--- src/rtl/sine_commut_pkg.sv ---
// Package with register map, field layouts and constants of the commutation init block
package sine_commut_pkg;
  localparam logic [7:0] OFF_CTRL = 8'h00;
  localparam logic [7:0] OFF_OFFSET = 8'h04;
  localparam logic [7:0] OFF_ANGLE = 8'h08;
  localparam logic [7:0] OFF_CMD = 8'h0C;
  localparam logic [7:0] OFF_STATUS = 8'h10;
  localparam logic [7:0] OFF_MCYCLE = 8'h14;
  // CTRL fields
  localparam int CTRL_MTYPE_LSB = 0;
  localparam int CTRL_HSEL_BIT = 4;
  localparam int CTRL_TWOPH_BIT = 5;
  localparam int CTRL_AUX_LSB = 8;
  // CMD codes written to OFF_CMD
  localparam logic [2:0] CMD_SINE_AXIS = 3'h1;
  localparam logic [2:0] CMD_SINE_OFF = 3'h2;
  localparam logic [2:0] CMD_HALL_CAL = 3'h3;
  localparam logic [2:0] CMD_FORCED = 3'h4;
  localparam logic [2:0] CMD_MINFIND = 3'h5;
  // Motor type codes: servo 1 and -1 in 3-bit two's complement
  localparam logic [2:0] MT_SERVO_POS = 3'h1;
  localparam logic [2:0] MT_SERVO_NEG = 3'h7;
  localparam int ANGLE_W = 14;
  // 360 degrees at 1/32 degree
  localparam logic [13:0] ANGLE_FULL = 14'h2D00;
  // 359.98 deg rounded to 1/32 steps
  localparam logic [13:0] OFFSET_MAX = 14'h2CFF;
  localparam logic [13:0] SECTOR_STEP = 14'h0780;
  localparam logic [13:0] ANGLE_RESET = 14'h0000;
  localparam logic [15:0] OFFSET_RESET = 16'h0000;
  localparam logic [3:0] AUX_RESET = 4'h1;
  localparam logic [15:0] MCYCLE_RESET = 16'h0000;
endpackage
--- src/rtl/hall_sector_if.sv ---
// Interface carrying the Hall state and derived sector between modules
`timescale 1ns/1ps
interface hall_sector_if;
  logic [2:0] hall_raw;
  logic [2:0] hall_state;
  logic [13:0] sector_angle;
  logic sector_valid;
  logic transition;
  modport decoder (input hall_raw, output hall_state, output sector_angle,
    output sector_valid, output transition);
  modport user (output hall_raw, input hall_state, input sector_angle,
    input sector_valid, input transition);
endinterface

--- src/rtl/hall_sector_decode.sv ---
// Hall state register and sector decoder with invalid-code hold
`timescale 1ns/1ps
module hall_sector_decode (
  input wire logic clk_sys,
  input wire logic reset,
  hall_sector_if.decoder hs
);
  logic [2:0] state_reg;
  logic [2:0] state_next;
  logic [13:0] sect_reg;
  logic [13:0] sect_next;
  logic seen_reg;
  logic seen_next;
  logic trans_reg;
  logic trans_next;
  logic valid_code;

  assign valid_code = (hs.hall_raw != 3'h0) && (hs.hall_raw != 3'h7);

  always_comb begin
    state_next = hs.hall_raw;
    sect_next = sect_reg;
    seen_next = seen_reg;
    trans_next = 1'b0;
    if (valid_code) begin
      seen_next = 1'b1;
      case (hs.hall_raw)
        3'h5: sect_next = 14'(sine_commut_pkg::SECTOR_STEP * 0);
        3'h4: sect_next = 14'(sine_commut_pkg::SECTOR_STEP * 1);
        3'h6: sect_next = 14'(sine_commut_pkg::SECTOR_STEP * 2);
        3'h2: sect_next = 14'(sine_commut_pkg::SECTOR_STEP * 3);
        3'h3: sect_next = 14'(sine_commut_pkg::SECTOR_STEP * 4);
        default: sect_next = 14'(sine_commut_pkg::SECTOR_STEP * 5);
      endcase
      // Compare sectors, not raw codes, so a glitch through 0 or 7 back to the same code does not count
      trans_next = seen_reg && (sect_next != sect_reg);
    end
  end

  always_ff @(posedge clk_sys or posedge reset) begin
    if (reset) begin
      state_reg <= 3'h0;
      sect_reg <= 14'h0000;
      seen_reg <= 1'b0;
      trans_reg <= 1'b0;
    end else begin
      state_reg <= state_next;
      sect_reg <= sect_next;
      seen_reg <= seen_next;
      trans_reg <= trans_next;
    end
  end

  assign hs.hall_state = state_reg;
  assign hs.sector_angle = sect_reg;
  assign hs.sector_valid = seen_reg;
  assign hs.transition = trans_reg;

  hold_invalid_a: assert property (@(posedge clk_sys) disable iff (reset)
    (hs.hall_raw == 3'h0 || hs.hall_raw == 3'h7) |=> $stable(sect_reg))
    else $error("sector changed on invalid hall code");
  trans_pulse_a: assert property (@(posedge clk_sys) disable iff (reset)
    trans_reg |-> (state_reg != $past(state_reg)))
    else $error("transition without state change");
endmodule

--- src/rtl/hall_sine_commutation_init.sv ---
// Sine commutation initialisation block with Hall calibration, AHB-Lite registers
// Function
// - Setup command places axis in sine mode
// - Disable argument turns sine initialisation off
// - Sine flag reads one after setup
// - Report second-phase aux index, zero otherwise
// - Hall offset, 1/32 degree, default zero
// - First Hall transition loads precise angle
// - Hall sector commutation until transition, then sine
// - Hall state readable; 0 and 7 invalid
// - Refuse calibration on two-phase; servo only
// - Forced-phase and minimal-motion alternatives offered
// - Select -1 routes Hall pins, 0 clears
// - Manual angle overrides; then tracks current angle
// - Angle spans 0 to 360 at 1/32
//
// Register access over AHB-Lite and the address map are this design's own decisions.
`timescale 1ns/1ps
module hall_sine_commutation_init #(
  parameter int AUX_W = 4
) (
  input wire logic clk_sys,
  input wire logic reset,
  input wire logic hsel,
  input wire logic [31:0] haddr,
  input wire logic [1:0] htrans,
  input wire logic hwrite,
  input wire logic [2:0] hsize,
  input wire logic [31:0] hwdata,
  input wire logic hready,
  output logic [31:0] hrdata,
  output logic hreadyout,
  output logic hresp,
  input wire logic [2:0] hall_pins,
  input wire logic [13:0] motion_angle_delta,
  input wire logic motion_step,
  input wire logic phase_found,
  output logic [13:0] commutation_angle,
  output logic sine_drive_en,
  output logic forced_phase_run,
  output logic min_motion_run
);
  typedef enum logic [4:0] {
    ST_OFF = 5'b00001,
    ST_HALL = 5'b00010,
    ST_FORCED = 5'b00100,
    ST_FIND = 5'b01000,
    ST_SINE = 5'b10000
  } mode_t;

  hall_sector_if hs ();
  hall_sector_decode u_dec (
    .clk_sys(clk_sys),
    .reset(reset),
    .hs(hs)
  );

  mode_t mode_reg;
  mode_t mode_next;
  logic [AUX_W-1:0] aux_reg;
  logic [AUX_W-1:0] aux_next;
  logic sine_axis_reg;
  logic sine_axis_next;
  logic [2:0] motor_type_select_reg;
  logic [2:0] motor_type_select_next;
  logic hall_input_select_reg;
  logic hall_input_select_next;
  logic two_phase_variant_reg;
  logic two_phase_variant_next;
  logic [15:0] hall_phase_offset_reg;
  logic [15:0] hall_phase_offset_next;
  logic [13:0] angle_reg;
  logic [13:0] angle_next;
  logic [15:0] magnetic_cycle_counts_reg;
  logic [15:0] magnetic_cycle_counts_next;
  logic cal_refused_reg;
  logic cal_refused_next;
  logic wr_pend_reg;
  logic wr_pend_next;
  logic [7:0] addr_reg;
  logic [7:0] addr_next;
  logic [31:0] rdata_reg;
  logic [31:0] rdata_next;
  logic servo_ok;
  logic take;
  logic wr_now;
  logic [14:0] hall_angle_sum;
  logic [14:0] step_sum;
  logic [13:0] hall_angle;
  logic [13:0] stepped_angle;
  logic [2:0] cmd;

  assign servo_ok = (motor_type_select_reg == sine_commut_pkg::MT_SERVO_POS) ||
    (motor_type_select_reg == sine_commut_pkg::MT_SERVO_NEG);
  assign hs.hall_raw = hall_input_select_reg ? hall_pins : 3'h0;
  assign take = hsel && hready && htrans[1];
  assign wr_now = wr_pend_reg;
  assign cmd = hwdata[2:0];

  // Offset is signed; add full turn and wrap once each way
  always_comb begin
    hall_angle_sum = {1'b0, hs.sector_angle} + 15'(hall_phase_offset_reg);
    if (hall_phase_offset_reg[15]) begin
      hall_angle_sum = {1'b0, hs.sector_angle} + 15'(hall_phase_offset_reg[13:0])
        + 15'(sine_commut_pkg::ANGLE_FULL) - 15'h4000;
    end
    if (hall_angle_sum >= 15'(sine_commut_pkg::ANGLE_FULL)) begin
      hall_angle = 14'(hall_angle_sum - 15'(sine_commut_pkg::ANGLE_FULL));
    end else begin
      hall_angle = hall_angle_sum[13:0];
    end
    step_sum = {1'b0, angle_reg} + {1'b0, motion_angle_delta};
    // A delta may exceed a full turn, so the sum can need two wraps
    if (step_sum >= 15'(2 * sine_commut_pkg::ANGLE_FULL)) begin
      stepped_angle = 14'(step_sum - 15'(2 * sine_commut_pkg::ANGLE_FULL));
    end else if (step_sum >= 15'(sine_commut_pkg::ANGLE_FULL)) begin
      stepped_angle = 14'(step_sum - 15'(sine_commut_pkg::ANGLE_FULL));
    end else begin
      stepped_angle = step_sum[13:0];
    end
  end

  always_comb begin
    mode_next = mode_reg;
    aux_next = aux_reg;
    sine_axis_next = sine_axis_reg;
    motor_type_select_next = motor_type_select_reg;
    hall_input_select_next = hall_input_select_reg;
    two_phase_variant_next = two_phase_variant_reg;
    hall_phase_offset_next = hall_phase_offset_reg;
    angle_next = angle_reg;
    magnetic_cycle_counts_next = magnetic_cycle_counts_reg;
    cal_refused_next = cal_refused_reg;
    wr_pend_next = take && hwrite;
    addr_next = take ? haddr[7:0] : addr_reg;
    rdata_next = rdata_reg;

    case (mode_reg)
      ST_HALL: begin
        // Before any valid code the sector means nothing, so hold the angle
        if (hs.sector_valid) angle_next = hall_angle;
        if (hs.transition) begin
          angle_next = hall_angle;
          mode_next = ST_SINE;
        end
      end
      ST_FORCED, ST_FIND: begin
        if (phase_found) begin
          mode_next = ST_SINE;
        end
      end
      ST_SINE: begin
        if (motion_step) begin
          angle_next = stepped_angle;
        end
      end
      ST_OFF: begin
      end
      default: mode_next = ST_OFF;
    endcase

    if (wr_now) begin
      case (addr_reg)
        sine_commut_pkg::OFF_CTRL: begin
          motor_type_select_next = hwdata[sine_commut_pkg::CTRL_MTYPE_LSB +: 3];
          hall_input_select_next = hwdata[sine_commut_pkg::CTRL_HSEL_BIT];
          two_phase_variant_next = hwdata[sine_commut_pkg::CTRL_TWOPH_BIT];
          aux_next = hwdata[sine_commut_pkg::CTRL_AUX_LSB +: AUX_W];
        end
        sine_commut_pkg::OFF_OFFSET: begin
          // Out-of-range magnitudes are clamped to the limit
          hall_phase_offset_next = hwdata[15:0];
          if (!hwdata[15] && hwdata[14:0] > 15'(sine_commut_pkg::OFFSET_MAX)) begin
            hall_phase_offset_next = {2'b00, sine_commut_pkg::OFFSET_MAX};
          end
          if (hwdata[15] &&
            hwdata[13:0] < 14'(15'h4000 - 15'(sine_commut_pkg::OFFSET_MAX))) begin
            hall_phase_offset_next = {2'b10, 14'(15'h4000 - 15'(sine_commut_pkg::OFFSET_MAX))};
          end
        end
        sine_commut_pkg::OFF_ANGLE: begin
          if (hwdata[13:0] < sine_commut_pkg::ANGLE_FULL) begin
            angle_next = hwdata[13:0];
          end
        end
        sine_commut_pkg::OFF_MCYCLE: magnetic_cycle_counts_next = hwdata[15:0];
        sine_commut_pkg::OFF_CMD: begin
          case (cmd)
            sine_commut_pkg::CMD_SINE_AXIS: begin
              sine_axis_next = 1'b1;
            end
            sine_commut_pkg::CMD_SINE_OFF: begin
              sine_axis_next = 1'b0;
              mode_next = ST_OFF;
            end
            sine_commut_pkg::CMD_HALL_CAL: begin
              if (two_phase_variant_reg || !servo_ok || !sine_axis_reg) begin
                cal_refused_next = 1'b1;
              end else begin
                cal_refused_next = 1'b0;
                mode_next = ST_HALL;
              end
            end
            sine_commut_pkg::CMD_FORCED: begin
              if (servo_ok && sine_axis_reg) mode_next = ST_FORCED;
            end
            sine_commut_pkg::CMD_MINFIND: begin
              if (servo_ok && sine_axis_reg) mode_next = ST_FIND;
            end
            default: begin
            end
          endcase
        end
        default: begin
        end
      endcase
    end

    if (take && !hwrite) begin
      case (haddr[7:0])
        sine_commut_pkg::OFF_CTRL: rdata_next = {16'h0000, 4'h0, 4'(aux_next),
          2'b00, two_phase_variant_reg, hall_input_select_reg, 1'b0,
          motor_type_select_reg};
        sine_commut_pkg::OFF_OFFSET: rdata_next = {16'h0000, hall_phase_offset_reg};
        sine_commut_pkg::OFF_ANGLE: rdata_next = {18'h0_0000, angle_reg};
        sine_commut_pkg::OFF_MCYCLE: rdata_next = {16'h0000, magnetic_cycle_counts_reg};
        sine_commut_pkg::OFF_STATUS: begin
          rdata_next = {16'h0000, 5'h00, mode_reg, cal_refused_reg, sine_axis_reg,
            1'b0, hs.hall_state};
          // Aux index reads zero unless a sine servo axis is set
          rdata_next[31:28] = (sine_axis_reg && servo_ok) ? 4'(aux_reg) : 4'h0;
          rdata_next[4] = sine_axis_reg;
        end
        default: rdata_next = 32'h0000_0000;
      endcase
    end
  end

  always_ff @(posedge clk_sys or posedge reset) begin
    if (reset) begin
      mode_reg <= ST_OFF;
      aux_reg <= AUX_W'(sine_commut_pkg::AUX_RESET);
      sine_axis_reg <= 1'b0;
      motor_type_select_reg <= sine_commut_pkg::MT_SERVO_POS;
      hall_input_select_reg <= 1'b0;
      two_phase_variant_reg <= 1'b0;
      hall_phase_offset_reg <= sine_commut_pkg::OFFSET_RESET;
      angle_reg <= sine_commut_pkg::ANGLE_RESET;
      magnetic_cycle_counts_reg <= sine_commut_pkg::MCYCLE_RESET;
      cal_refused_reg <= 1'b0;
      wr_pend_reg <= 1'b0;
      addr_reg <= 8'h00;
      rdata_reg <= 32'h0000_0000;
    end else begin
      mode_reg <= mode_next;
      aux_reg <= aux_next;
      sine_axis_reg <= sine_axis_next;
      motor_type_select_reg <= motor_type_select_next;
      hall_input_select_reg <= hall_input_select_next;
      two_phase_variant_reg <= two_phase_variant_next;
      hall_phase_offset_reg <= hall_phase_offset_next;
      angle_reg <= angle_next;
      magnetic_cycle_counts_reg <= magnetic_cycle_counts_next;
      cal_refused_reg <= cal_refused_next;
      wr_pend_reg <= wr_pend_next;
      addr_reg <= addr_next;
      rdata_reg <= rdata_next;
    end
  end

  assign hrdata = rdata_reg;
  assign hreadyout = 1'b1;
  assign hresp = 1'b0;
  assign commutation_angle = angle_reg;
  assign sine_drive_en = (mode_reg == ST_SINE);
  assign forced_phase_run = (mode_reg == ST_FORCED);
  assign min_motion_run = (mode_reg == ST_FIND);

  angle_range_a: assert property (@(posedge clk_sys) disable iff (reset)
    angle_reg < sine_commut_pkg::ANGLE_FULL)
    else $error("angle beyond full turn");
  sine_setup_a: assert property (@(posedge clk_sys) disable iff (reset)
    wr_now && addr_reg == sine_commut_pkg::OFF_CMD && cmd == sine_commut_pkg::CMD_SINE_AXIS
    |=> sine_axis_reg)
    else $error("sine setup not taken");
  sine_off_a: assert property (@(posedge clk_sys) disable iff (reset)
    wr_now && addr_reg == sine_commut_pkg::OFF_CMD && cmd == sine_commut_pkg::CMD_SINE_OFF
    |=> !sine_axis_reg && mode_reg == ST_OFF)
    else $error("sine disable not taken");
  cal_refuse_a: assert property (@(posedge clk_sys) disable iff (reset)
    wr_now && addr_reg == sine_commut_pkg::OFF_CMD && cmd == sine_commut_pkg::CMD_HALL_CAL
    && two_phase_variant_reg |=> cal_refused_reg && mode_reg != ST_HALL)
    else $error("calibration accepted on two-phase variant");
  first_trans_a: assert property (@(posedge clk_sys) disable iff (reset)
    mode_reg == ST_HALL && hs.transition && !wr_now
    |=> mode_reg == ST_SINE && angle_reg == $past(hall_angle))
    else $error("first hall transition not applied");
  offset_clamp_a: assert property (@(posedge clk_sys) disable iff (reset)
    hall_phase_offset_reg[15] ? hall_phase_offset_reg[13:0] >=
    14'(15'h4000 - 15'(sine_commut_pkg::OFFSET_MAX)) :
    hall_phase_offset_reg[14:0] <= 15'(sine_commut_pkg::OFFSET_MAX))
    else $error("offset beyond limit");
  hall_route_a: assert property (@(posedge clk_sys) disable iff (reset)
    !hall_input_select_reg |-> ##2 hs.hall_state == 3'h0 || hall_input_select_reg)
    else $error("hall inputs not cleared");
  manual_angle_a: assert property (@(posedge clk_sys) disable iff (reset)
    wr_now && addr_reg == sine_commut_pkg::OFF_ANGLE
    && hwdata[13:0] < sine_commut_pkg::ANGLE_FULL
    && mode_reg != ST_HALL |=> angle_reg == $past(hwdata[13:0]))
    else $error("manual angle not applied");
endmodule

--- config.mk ---
export PLATFORM = sky130hd
export DESIGN_NAME = hall_sine_commutation_init
export DESIGN_NICKNAME = d
export VERILOG_FILES = /design/src/rtl/sine_commut_pkg.sv /design/src/rtl/hall_sector_if.sv /design/src/rtl/hall_sector_decode.sv /design/src/rtl/hall_sine_commutation_init.sv
export SDC_FILE = /design/constraint.sdc
export NUM_CORES = 1
export LEC_CHECK = 0
export BUFFER_PORTS_ARGS = -buffer_cell sky130_fd_sc_hd__buf_4
export CAP_MARGIN = 0
export CORE_ASPECT_RATIO = 1.4
export CORE_MARGIN = 10
export CORE_UTILIZATION = 57
export CTS_CLUSTER_DIAMETER = 80
export DETAILED_ROUTE_END_ITERATION = 8
export PLACE_DENSITY = 0.82
export SYNTH_ARGS = -nofsm -noshare
export SYNTH_HDL_FRONTEND = slang
export SYNTH_SLANG_ARGS = --single-unit
--- constraint.sdc ---
create_clock -name clk_sys -period 4.4 [get_ports clk_sys]
set_input_delay 0.44 -clock clk_sys [delete_from_list [all_inputs] [get_ports clk_sys]]
set_output_delay 0.44 -clock clk_sys [all_outputs]
set_load 0.01 [all_outputs]
==> flow_summary.toml, run 1 <==
[status]
result_of_the_run = "completed"

[yosys]
netlist_instances = 824
ys_seq_elements = 103
synth.top_cell.area_share_pct = 34.12
mappedNetlistArea_um2 = 7333
async_reset_ff_share_pct = 100.0
yosys.area.top_type = "sky130_fd_sc_hd__dfrtp_1"
post_synth.cell_area_avg_um2 = 8.900
synth_top_flop_cell = "sky130_fd_sc_hd__dfrtp_1"
synth.distinct_cells = 89
synth-edff-count = 0
yosysWarningCount = 0
synth_sequential_area_ratio_pct = 35.20
top_cells_by_area_in_the_synthesized_netlist = "sky130_fd_sc_hd__dfrtp_1 34%, sky130_fd_sc_hd__ha_1 6.0%, sky130_fd_sc_hd__o21ai_0 4.8%"

[setup_path]
endpoint_type_of_the_worst_setup_path = "flip-flop"
path_max_fanout = 4
critical_path_arrival_ns = 4.35
timing_worst_setup_path_type = "flip-flop to flip-flop"
timing.critical_path.required_ns = 4.66
crit_top_cell = "sky130_fd_sc_hd__ha_1"
worst_path_max_delay_cell = "sky130_fd_sc_hd__or4b_1"
buffers_plus_inverters_on_the_worst_setup_path = 0
crit_path_start_kind = "flip-flop"
critical_path.cell_chain = "ha_1 > fa_1 > a21o_1 > a2111oi_4 > a21oi_2 > xnor2_2 > ha_1 > or4b_1 > nor3_1 > o31ai_1 > a21boi_2 > o32a_2 > and4_1 > o21ai_1 > a41oi_1"
path_delay_family = "compound AO/OA/AOI/OAI gates"
critical-path-max-stage-delay_ns = 0.44

[finish]
final_nets = 1018
synthToLayoutAreaGrowth_pct = 13.70
largest_reg_flops = 20
fillerInstances = 1076
final_layout_size_suffix_gt1_share_pct = 18.65
area_used_by_sequential_logic_in_the_layout_um2 = 2581
area_of_the_multi_input_gates_um2 = 4370
antenna_cells_inserted = 0

[grt]
grt_use_met1_pct = 26.46
grt_most_used_layer = "met2"
globalRouteMet3Util_pct = 3.136
grt_max_degree = 79
first_global_vias = 6868
grt_antenna_before_repair = 0
total_routing_usage_reported_by_global_routing_pct = 24.14
global_route_wire_length_before_repair_mm = 34.55
met2_usage_pct = 43.33
overflow = 0

[timing]
grt_setup_unrepaired = "no"
setup_total_negative_slack_ns = 0
worst_slew_margin_rel_pct = 34.25
report.final.setup_viol = 0
worst_slack_ns = 0.3075
layout_min_cycle_time_ns = 4.092
max_slew.worst_pin.slew_ns = 0.9863
hold_viol = 0
finalCritPeriodShare_pct = 93.01
slew_violations = 0
achievable-frequency_ghz = 0.2444
clock-skew-final_ns = 0.01046

[drt]
drtIter0Drc = 730
post_dr_wirelength_cell_um = 20.78
firstDrtPassIters = 8
via_to_cell_ratio = 6.483
wl_mm = 21.67
drt_drc_violations_left = 0
route.antenna.remaining_nets = 0
vias = 6762

[power_and_ir_drop]
power.density_nw_per_um2 = 356.8
static-leakage-power_nw = 3.885
worst_ir_drop_vdd_v = 0.0002333

[floorplan]
core_region_area_um2 = 12750
die_area_um2 = 17870
initial_utilization_pct = 57.51
std_cell_rows = 49
ios = 144
die_x_um = 115.9
fp.dieH_um = 154.2

[clock_tree]
ctsLongestPathBuffers = 2
h-tree-depth = 3
hold_buffers = 0
clkTransAtPathRegs_ns = 0.08
numCtsBuffers = 9
insertion_delay_ns = 0.35
clock-root-buffer = "sky130_fd_sc_hd__clkbuf_16"
cts.sinks = 103
tritoncts = "yes"

[placement]
io_buffer_count = 85
pre_cts_slack_ns = 0.1846
detailedPlacementHpwl_mm = 16.64
globalplace.congestion = 0.9548

[min_path]
hp-class = "input port to async pin"

[flow_run]
cap_viol_max_count = 0
cells by family (layout without fill, tap and decap cells):
| kind of cell | Yosys count | in the layout | share of synthesized area (%) |
|---|---|---|---|
| buffers and inverters | 99 | 153 | 5.920 |
| flip-flops | 103 | 103 | 35.20 |
| adder cells (fa/ha/maj) | 40 | 40 | 7.337 |
| XOR/XNOR | 29 | 29 | 3.566 |
| AND/OR/NAND/NOR | 237 | 237 | 16.50 |
| multiplexers | 39 | 39 | 6.006 |
| other | 2 | 14 | 0.1024 |
| AO/OA/AOI/OAI | 275 | 275 | 25.37 |
worst register-to-register path: stages, from the launching register on:
cell and delay (ns):
sky130_fd_sc_hd__dfrtp_1 0.43, sky130_fd_sc_hd__ha_1 0.24, sky130_fd_sc_hd__fa_1 0.41, sky130_fd_sc_hd__a21o_1 0.21
sky130_fd_sc_hd__a2111oi_4 0.40, sky130_fd_sc_hd__a21oi_2 0.15, sky130_fd_sc_hd__xnor2_2 0.23, sky130_fd_sc_hd__ha_1 0.22
sky130_fd_sc_hd__or4b_1 0.44, sky130_fd_sc_hd__nor3_1 0.20, sky130_fd_sc_hd__o31ai_1 0.16, sky130_fd_sc_hd__a21boi_2 0.19
sky130_fd_sc_hd__o32a_2 0.17, sky130_fd_sc_hd__and4_1 0.20, sky130_fd_sc_hd__o21ai_1 0.07, sky130_fd_sc_hd__a41oi_1 0.27
synthesized netlist by cell type, drive strengths merged, types with 5 or more instances:
library cell / count
a22oi: 11
o21ai: 79
and3: 11
nor4: 6
nand4: 6
ha: 35
nor2: 48
fa: 5
xnor2: 17
xor2: 12
a31oi: 13
or3: 9
dfrtp: 100
mux2: 30
clkbuf: 36
nand2: 70
and2: 7
mux2i: 8
a211oi: 9
o21a: 6
nor3: 18
inv: 43
nand2b: 11
a22o: 12
o31ai: 8
a21o: 17
a222oi: 12
nand3: 23
a21oi: 59
buf: 20
o22ai: 7
placed cells by master, fill, tap and decap left out, drive strengths merged, types with 14 or more instances in the layout:
| cell | instances |
|---|---|
| ha | 35 |
| xnor2 | 17 |
| a21o | 17 |
| nor2 | 48 |
| a21oi | 59 |
| nand3 | 23 |
| dfrtp | 100 |
| inv | 46 |
| mux2 | 30 |
| o21ai | 79 |
| buf | 94 |
| nor3 | 18 |
| conb | 14 |
| nand2 | 70 |
through the flow:
stage / area (µm²) / power (mW) / cells / util (%) / hold WS [ns]
after floorplan: 7378 / 1.845 / 836 / - / 0.4396
after global placement: 8005 / 2.083 / 1027 / 62.77 / 0.4582
after detailed placement: 8005 / 2.109 / 1027 / 62.77 / 0.4662
after CTS: 8330 / 2.968 / 1043 / 65.33 / 0.3042
after global routing: 8338 / 3.149 / 1043 / 65.38 / 0.3262
final: 8338 / 2.975 / 1043 / 65.38 / 0.3065
repair_timing:
item	4_1_cts	5_1_grt
buffers inserted	0	0
setup endpoints to repair	0	2
gates resized for setup	0	1
final timing paths:
| kind | from | end | slack [ns] | cells past startpoint |
|---|---|---|---|---|
| max in group asynchronous | reset | commutation_angle[10]$_DFF_PP0_ | 3.12 | 3 |
| hold reg to reg | hrdata[10]$_DFFE_PP0P_ | hrdata[10]$_DFFE_PP0P_ | 0.48 | 1 |
| setup / recovery | commutation_angle[0]$_DFF_PP0_ | commutation_angle[11]$_DFF_PP0_ | 0.31 | 15 |
| setup reg to reg | commutation_angle[0]$_DFF_PP0_ | commutation_angle[11]$_DFF_PP0_ | 0.31 | 15 |
| hold / removal | reset | addr_reg[6]$_DFFE_PP0P_ | 0.31 | 2 |
| min in group clk_sys | phase_found | mode_reg[2]$_DFF_PP0_ | 0.31 | 2 |
cell type report:
class / instances / share of cell area (%)
flip-flops and latches: 103 / 30.96
repair buffers: 94 / 8.463
inverters: 43 / 1.966
well taps: 153 / 2.296
clock buffers: 10 / 2.866
multi-input cells: 634 / 52.42
clock inverters: 6 / 1.035
where the power goes:
group	total (mW)	internal, mW	switching (mW)	leakage (nW)
registers	1.10	1.02	0.0855	1.23
logic	1.01	0.428	0.582	2.49
clock network	0.861	0.473	0.388	0.160
total	2.97	1.92	1.06	3.88
metal layers:
layer | vias to the layer above | routed length, µm
met1 | 3244 | 7739
met2 | 301 | 11380
met3 | 71 | 1485
met4 | 0 | 1071
li1 | 3146 | -
met5 | - | 0
Power figures use the tool's default switching activity.
==> run 2: changes to the inputs <==
--- a/config.mk
+++ b/config.mk
@@ -13,6 +13,7 @@
 export CTS_CLUSTER_DIAMETER = 80
 export DETAILED_ROUTE_END_ITERATION = 8
 export PLACE_DENSITY = 0.82
+export REMOVE_ABC_BUFFERS = 1
 export SYNTH_ARGS = -nofsm -noshare
 export SYNTH_HDL_FRONTEND = slang
 export SYNTH_SLANG_ARGS = --single-unit
==> constraint.sdc (replaced) <==
create_clock -name clk_sys -period 3.9 [get_ports clk_sys]
set_input_delay 0.39 -clock clk_sys [delete_from_list [all_inputs] [get_ports clk_sys]]
set_output_delay 0.39 -clock clk_sys [all_outputs]
set_load 0.01 [all_outputs]
==> run 2 against run 1 <==
  * Core utilization grew 1.2 points
  * Via count rose by 1.0%
  * Register-to-register slack worse by 0.21 ns
  * Routed wire length down 0.63%
  * Sequential cell count is the same
  * Highest routed layer unchanged
  * Cell area rose by 1.8%
  * Critical path depth is the same
  * Setup slack got worse by 0.21 ns
  * Count of clock-buffer cells in the layout down 1
==> flow_summary.toml, run 2 (synthesis gave the netlist of run 1 again) <==
[finish]
synthToLayoutAreaGrowth_pct = 15.80
largest_reg_flops = 20
most-common-layout-cells = "109 x sky130_fd_sc_hd__buf_4, 100 x sky130_fd_sc_hd__dfrtp_1, 70 x sky130_fd_sc_hd__nand2_1, 70 x sky130_fd_sc_hd__o21ai_0, 56 x sky130_fd_sc_hd__a21oi_1"
fillerInstances = 1043
final_nets = 1034
final_layout_size_suffix_gt1_share_pct = 21.08
post_layout_nonfiller_instances = 1059
antenna_cells_inserted = 0
finish.utilization_pct = 66.59
final_common_cell = "sky130_fd_sc_hd__buf_4"

[floorplan]
core_region_area_um2 = 12750
ios = 144
fp.dieH_um = 154.2
die_area_um2 = 17870
die_x_um = 115.9
initial_utilization_pct = 57.51
std_cell_rows = 49

[setup_path]
buffers_plus_inverters_on_the_worst_setup_path = 0
critical_path_arrival_ns = 4.07
timing.rr.end = "commutation_angle[11]$_DFF_PP0_"
worst_path_max_delay_cell = "sky130_fd_sc_hd__or4b_4"
timing_worst_setup_path_type = "flip-flop to flip-flop"
endpoint_type_of_the_worst_setup_path = "flip-flop"
r2r_setup_slack_ns = 0.1
startpoint = "commutation_angle[0]$_DFF_PP0_"
critical_path_depth = 15
path_max_fanout = 3
worst_r2r_startpoint = "commutation_angle[0]$_DFF_PP0_"
critical_path.cell_chain = "ha_2 > fa_2 > a21o_1 > a2111oi_4 > a21oi_2 > xnor2_2 > ha_2 > or4b_4 > nor3_4 > o31ai_4 > a21boi_4 > o32a_2 > and4_1 > o21ai_1 > a41oi_1"
crit_top_cell = "sky130_fd_sc_hd__ha_2"
path_delay_family = "compound AO/OA/AOI/OAI gates"
crit_path_start_kind = "flip-flop"
timing.critical_path.required_ns = 4.17
timing.critical_path.to = "commutation_angle[11]$_DFF_PP0_"
critical-path-max-stage-delay_ns = 0.47
timing.reg2reg.worst_path_depth = 15

[timing]
finalCritPeriodShare_pct = 97.47
report.final.setup_viol = 0
slew_violations = 0
layout_min_cycle_time_ns = 3.801
hold_viol = 0
max_slew.worst_pin.slew_ns = 1.035
achievable-frequency_ghz = 0.2631
grt_setup_unrepaired = "yes"
clock-skew-final_ns = 0.009044
worst_slack_ns = 0.09876
finalHoldWorstSlack_ns = 0.2561
worst_slew_margin_rel_pct = 30.78

[placement]
pre_cts_slack_ns = -0.1568
detailedPlacementHpwl_mm = 16.30
place_inst = 1039
globalplace.congestion = 0.9646
io_buffer_count = 85

[flow_run]
cap_viol_max_count = 0

[min_path]
hp-class = "input port to async pin"

[drt]
post_dr_wirelength_cell_um = 20.34
wl_mm = 21.54
via_to_cell_ratio = 6.452
route.antenna.remaining_nets = 0
drt_drc_violations_left = 0
vias = 6833
drtIter0Drc = 751
firstDrtPassIters = 5

[grt]
grt_antenna_before_repair = 0
total_routing_usage_reported_by_global_routing_pct = 23.66
global_route_wire_length_before_repair_mm = 34.20
grt_max_degree = 81
overflow = 0
first_global_vias = 6600

[clock_tree]
insertion_delay_ns = 0.36
hold_buffers = 0
clkTransAtPathRegs_ns = 0.08
cts.sinks = 103
clock-root-buffer = "sky130_fd_sc_hd__clkbuf_16"
tritoncts = "yes"
ctsLongestPathBuffers = 2
numCtsBuffers = 9
h-tree-depth = 3

[power_and_ir_drop]
static-leakage-power_nw = 3.942
worst_ir_drop_vdd_v = 0.0002350
fin_total_pwr_mw = 3.325
power.density_nw_per_um2 = 391.6

[status]
result_of_the_run = "completed"
[run 2: cell types whose count changed in the layout (fill, tap and decap cells not counted), sizes merged]
cell / change
bufinv: -1
buf: +15
clkbuf: -1
o21ai: +1
clkinv: +2
inv: -1
clkinvlp: +1
[run 2: what timing repair did]
| action | 4_1_cts | 5_1_grt |
|---|---|---|
| gates resized for setup | 4 | 10 |
| setup buffers | 1 | 2 |
| endpoints found under the hold margin | 0 | 0 |
| cloned | 0 | 1 |
| pin swaps | 4 | 7 |
| endpoints found under the setup margin | 3 | 5 |
[run 2: worst min-delay path by stage]
| stage | to | slack, ns | depth (start not counted) |
|---|---|---|---|
| after floorplan | u_dec.hs.sector_valid$_DFFE_PP0P_ | 0.44 | 2 |
| after global placement | magnetic_cycle_counts_reg[8]$_DFFE_PP0P_ | 0.46 | 2 |
| after detailed placement | magnetic_cycle_counts_reg[8]$_DFFE_PP0P_ | 0.47 | 2 |
| after CTS | mode_reg[2]$_DFF_PP0_ | 0.26 | 2 |
| after global routing | mode_reg[2]$_DFF_PP0_ | 0.27 | 2 |
| final | addr_reg[5]$_DFFE_PP0P_ | 0.26 | 2 |
[run 2: final cells by class]
cell class	count	area, µm²	area share, %
well taps	153	191.4	2.254
repair buffers	109	818.3	9.636
multi-input cells	635	4443	52.32
clock buffers	9	225.2	2.652
clock inverters	7	68.82	0.8104
flip-flops and latches	103	2581	30.40
inverters	43	163.9	1.930
[run 2: per-stage QoR]
stage / TNS, ns / cell area, µm²
finish: 0 / 8492
global route: -0.04382 / 8492
CTS: 0 / 8412
detailed placement: -0.4697 / 8095
global placement: -0.06802 / 8095
floorplan: 0 / 7106
[run 2: power breakdown]
part           switching [mW]  total, mW  leakage (nW)  internal [mW]
clock                   0.439      0.888         0.142          0.449
sequential             0.0926       1.24          1.23           1.15
combinational           0.678       1.20          2.57          0.519
total                    1.21       3.33          3.94           2.12
[run 2: routing by layer]
layer | part of all wire, % | GRT usage [%]
met4 | 5.2 | 12.91
met1 | 37 | 27.41
met2 | 51 | 40.56
met5 | 0 | 0
met3 | 7.1 | 3.562
[run 2: worst register-to-register path, cell delays in order, from the launching register on]
cell                        delay (ns)
sky130_fd_sc_hd__dfrtp_1          0.39
sky130_fd_sc_hd__ha_2             0.19
sky130_fd_sc_hd__fa_2             0.35
sky130_fd_sc_hd__a21o_1           0.21
sky130_fd_sc_hd__a2111oi_4        0.43
sky130_fd_sc_hd__a21oi_2          0.13
sky130_fd_sc_hd__xnor2_2          0.18
sky130_fd_sc_hd__ha_2             0.21
sky130_fd_sc_hd__or4b_4           0.47
sky130_fd_sc_hd__nor3_4           0.16
sky130_fd_sc_hd__o31ai_4          0.13
sky130_fd_sc_hd__a21boi_4         0.23
sky130_fd_sc_hd__o32a_2           0.18
sky130_fd_sc_hd__and4_1           0.18
sky130_fd_sc_hd__o21ai_1          0.07
sky130_fd_sc_hd__a41oi_1          0.21
==> run 3: changes to the inputs <==
--- a/config.mk
+++ b/config.mk
@@ -9,10 +9,11 @@
 export CAP_MARGIN = 0
 export CORE_ASPECT_RATIO = 1.4
 export CORE_MARGIN = 10
-export CORE_UTILIZATION = 57
+export CORE_UTILIZATION = 58
+export CTS_BUF_LIST = sky130_fd_sc_hd__clkbuf_2
 export CTS_CLUSTER_DIAMETER = 80
 export DETAILED_ROUTE_END_ITERATION = 8
-export PLACE_DENSITY = 0.82
+export PLACE_DENSITY = 0.83
 export REMOVE_ABC_BUFFERS = 1
 export SYNTH_ARGS = -nofsm -noshare
 export SYNTH_HDL_FRONTEND = slang
==> run 3 against run 2 <==
  * First-iteration DRC count down 28%
  * Sequential share of layout area up 0.33 points
  * Core utilization up 1.3 points
  * Clock power down 45%
  * Combinational power about the same
  * Critical path depth unchanged
  * Global-route usage down 0.62 points
  * Cell count up 0.94%
  * Sequential power about the same
  * Cell area down 1.1%
  * Count of clock-buffer cells in the layout unchanged
  * Routed wire length down 3.4%
  * Critical endpoint unchanged
==> flow_summary.toml, run 3 (synthesis gave the netlist of run 1 again) <==
[status]
result_of_the_run = "completed"

[setup_path]
r2r_setup_slack_ns = 0.03
worst_r2r_startpoint = "commutation_angle[0]$_DFF_PP0_"
timing.rr.end = "commutation_angle[11]$_DFF_PP0_"
timing.critical_path.required_ns = 4.43
endpoint_type_of_the_worst_setup_path = "flip-flop"
crit_path_start_kind = "flip-flop"
timing_worst_setup_path_type = "flip-flop to flip-flop"
path_max_fanout = 2
critical_path_arrival_ns = 4.40
timing.reg2reg.worst_path_depth = 15

[clock_tree]
tritoncts = "yes"
clkTransAtPathRegs_ns = 0.32
clock-root-buffer = "sky130_fd_sc_hd__clkbuf_2"
h-tree-depth = 3
cts.sinks = 103
insertion_delay_ns = 0.63
numCtsBuffers = 9
ctsLongestPathBuffers = 2

[grt]
total_routing_usage_reported_by_global_routing_pct = 23.04
grt_max_degree = 76
first_global_vias = 6610
grt_antenna_before_repair = 1
overflow = 0
global_route_wire_length_before_repair_mm = 33.53

[drt]
vias = 6745
drt_drc_violations_left = 0
firstDrtPassIters = 6
post_dr_wirelength_cell_um = 19.46
drtIter0Drc = 543
route.antenna.remaining_nets = 0
via_to_cell_ratio = 6.310
wl_mm = 20.80

[timing]
finalCritPeriodShare_pct = 99.14
setup_total_negative_slack_ns = 0
hold_viol = 0
layout_min_cycle_time_ns = 3.867
worst_slew_margin_rel_pct = 31.59
clock-skew-final_ns = 0.04812
grt_setup_unrepaired = "yes"
report.final.setup_viol = 0
slew_violations = 0
max_slew.worst_pin.slew_ns = 1.022
achievable-frequency_ghz = 0.2586

[finish]
largest_reg_flops = 20
final_design_area_no_fill_um2 = 8402
synthToLayoutAreaGrowth_pct = 14.57
finish.utilization_pct = 67.91
final_nets = 1046
final_common_cell = "sky130_fd_sc_hd__buf_4"
fillerInstances = 1023
most-common-layout-cells = "112 x sky130_fd_sc_hd__buf_4, 100 x sky130_fd_sc_hd__dfrtp_1, 70 x sky130_fd_sc_hd__nand2_1"
post_layout_nonfiller_instances = 1069
final_layout_size_suffix_gt1_share_pct = 20.92

[floorplan]
core_region_area_um2 = 12370
ios = 144
std_cell_rows = 48
initial_utilization_pct = 59.27
die_x_um = 115.0
fp.dieH_um = 153.0
die_area_um2 = 17600

[placement]
detailedPlacementHpwl_mm = 15.98
io_buffer_count = 85
globalplace.congestion = 0.9745
place_inst = 1037
placement.cell_area_um2 = 8099

[power_and_ir_drop]
worst_ir_drop_vdd_v = 0.0001998
static-leakage-power_nw = 3.919
power.density_nw_per_um2 = 346.9
fin_total_pwr_mw = 2.914

[min_path]
hold_path_startpoint = "hwdata[15]"
hold-path-endpoint = "hall_phase_offset_reg[14]$_DFFE_PP0P_"
worstHoldPathCells = 3
hp-class = "input port to flip-flop"

[flow_run]
cap_viol_max_count = 0
-- run 3: cell types whose count changed in the layout (fill, tap and decap cells not counted), sizes merged --
cell	delta
buf	+3
clkinv	-1
diode	+1
dlygate4sd3	+10
inv	+1
o21ai	-1
-- run 3: repair_timing --
item	CTS	global route
buffers inserted	3	2
pin swaps	6	11
resized for setup	4	8
endpoints found under the hold margin	80	0
hold buffers	10	0
endpoints found under the setup margin	3	6
-- run 3: worst max-delay path by stage --
| stage | start | endpoint |
|---|---|---|
| after global placement | motion_angle_delta[0] | commutation_angle[11]$_DFF_PP0_ |
| after floorplan | commutation_angle[0]$_DFF_PP0_ | commutation_angle[11]$_DFF_PP0_ |
| after detailed placement | motion_angle_delta[0] | commutation_angle[11]$_DFF_PP0_ |
| after global routing | commutation_angle[0]$_DFF_PP0_ | commutation_angle[11]$_DFF_PP0_ |
| final | commutation_angle[0]$_DFF_PP0_ | commutation_angle[11]$_DFF_PP0_ |
| after CTS | commutation_angle[0]$_DFF_PP0_ | commutation_angle[11]$_DFF_PP0_ |
-- run 3: routing by layer --
layer | routed length, µm | vias up | global-route usage [%]
met4 | 925 | 0 | 10.46
met1 | 8018 | 3242 | 26.86
met5 | 0 | - | 0
met3 | 1256 | 57 | 3.329
li1 | - | 3207 | -
met2 | 10600 | 239 | 40.11
-- run 3: report_power, final --
group          internal [mW]  switching (mW)  total [mW]
logic                  0.523           0.662        1.19
clock network         0.0985           0.388       0.486
registers               1.15          0.0919        1.24
total                   1.77            1.14        2.91
-- run 3: final cells by class --
cell class | count | area, µm² | area share (%)
clock buffers | 9 | 45.04 | 0.5361
clock inverters | 7 | 65.06 | 0.7744
flip-flops and latches | 103 | 2581 | 30.72
multi-input cells | 634 | 4415 | 52.55
diodes | 1 | 2.502 | 0.02978
repair buffers | 122 | 940.9 | 11.20
well taps | 150 | 187.7 | 2.234
inverters | 43 | 163.9 | 1.951
-- run 3: worst max-delay path: stages, from the launching register on --
cell and delay [ns]:
sky130_fd_sc_hd__dfrtp_1 0.47, sky130_fd_sc_hd__ha_2 0.20, sky130_fd_sc_hd__fa_2 0.34, sky130_fd_sc_hd__a21o_1 0.23
sky130_fd_sc_hd__a2111oi_4 0.40, sky130_fd_sc_hd__a21oi_2 0.13, sky130_fd_sc_hd__xnor2_2 0.18, sky130_fd_sc_hd__ha_2 0.21
sky130_fd_sc_hd__or4b_4 0.47, sky130_fd_sc_hd__nor3_4 0.19, sky130_fd_sc_hd__o31ai_2 0.12, sky130_fd_sc_hd__a21boi_2 0.18
sky130_fd_sc_hd__o32a_2 0.16, sky130_fd_sc_hd__and4_1 0.18, sky130_fd_sc_hd__o21ai_1 0.09, sky130_fd_sc_hd__a41oi_2 0.21
-- run 3: per-stage QoR --
| step | setup WS [ns] | hold slack, ns |
|---|---|---|
| after floorplan | 0.1533 | 0.4396 |
| after global placement | -0.04207 | 0.4549 |
| after detailed placement | -0.1150 | 0.4650 |
| after CTS | 0.02446 | 0.009855 |
| after global routing | -0.1383 | 0.01144 |
| final | 0.03345 | 0.02359 |
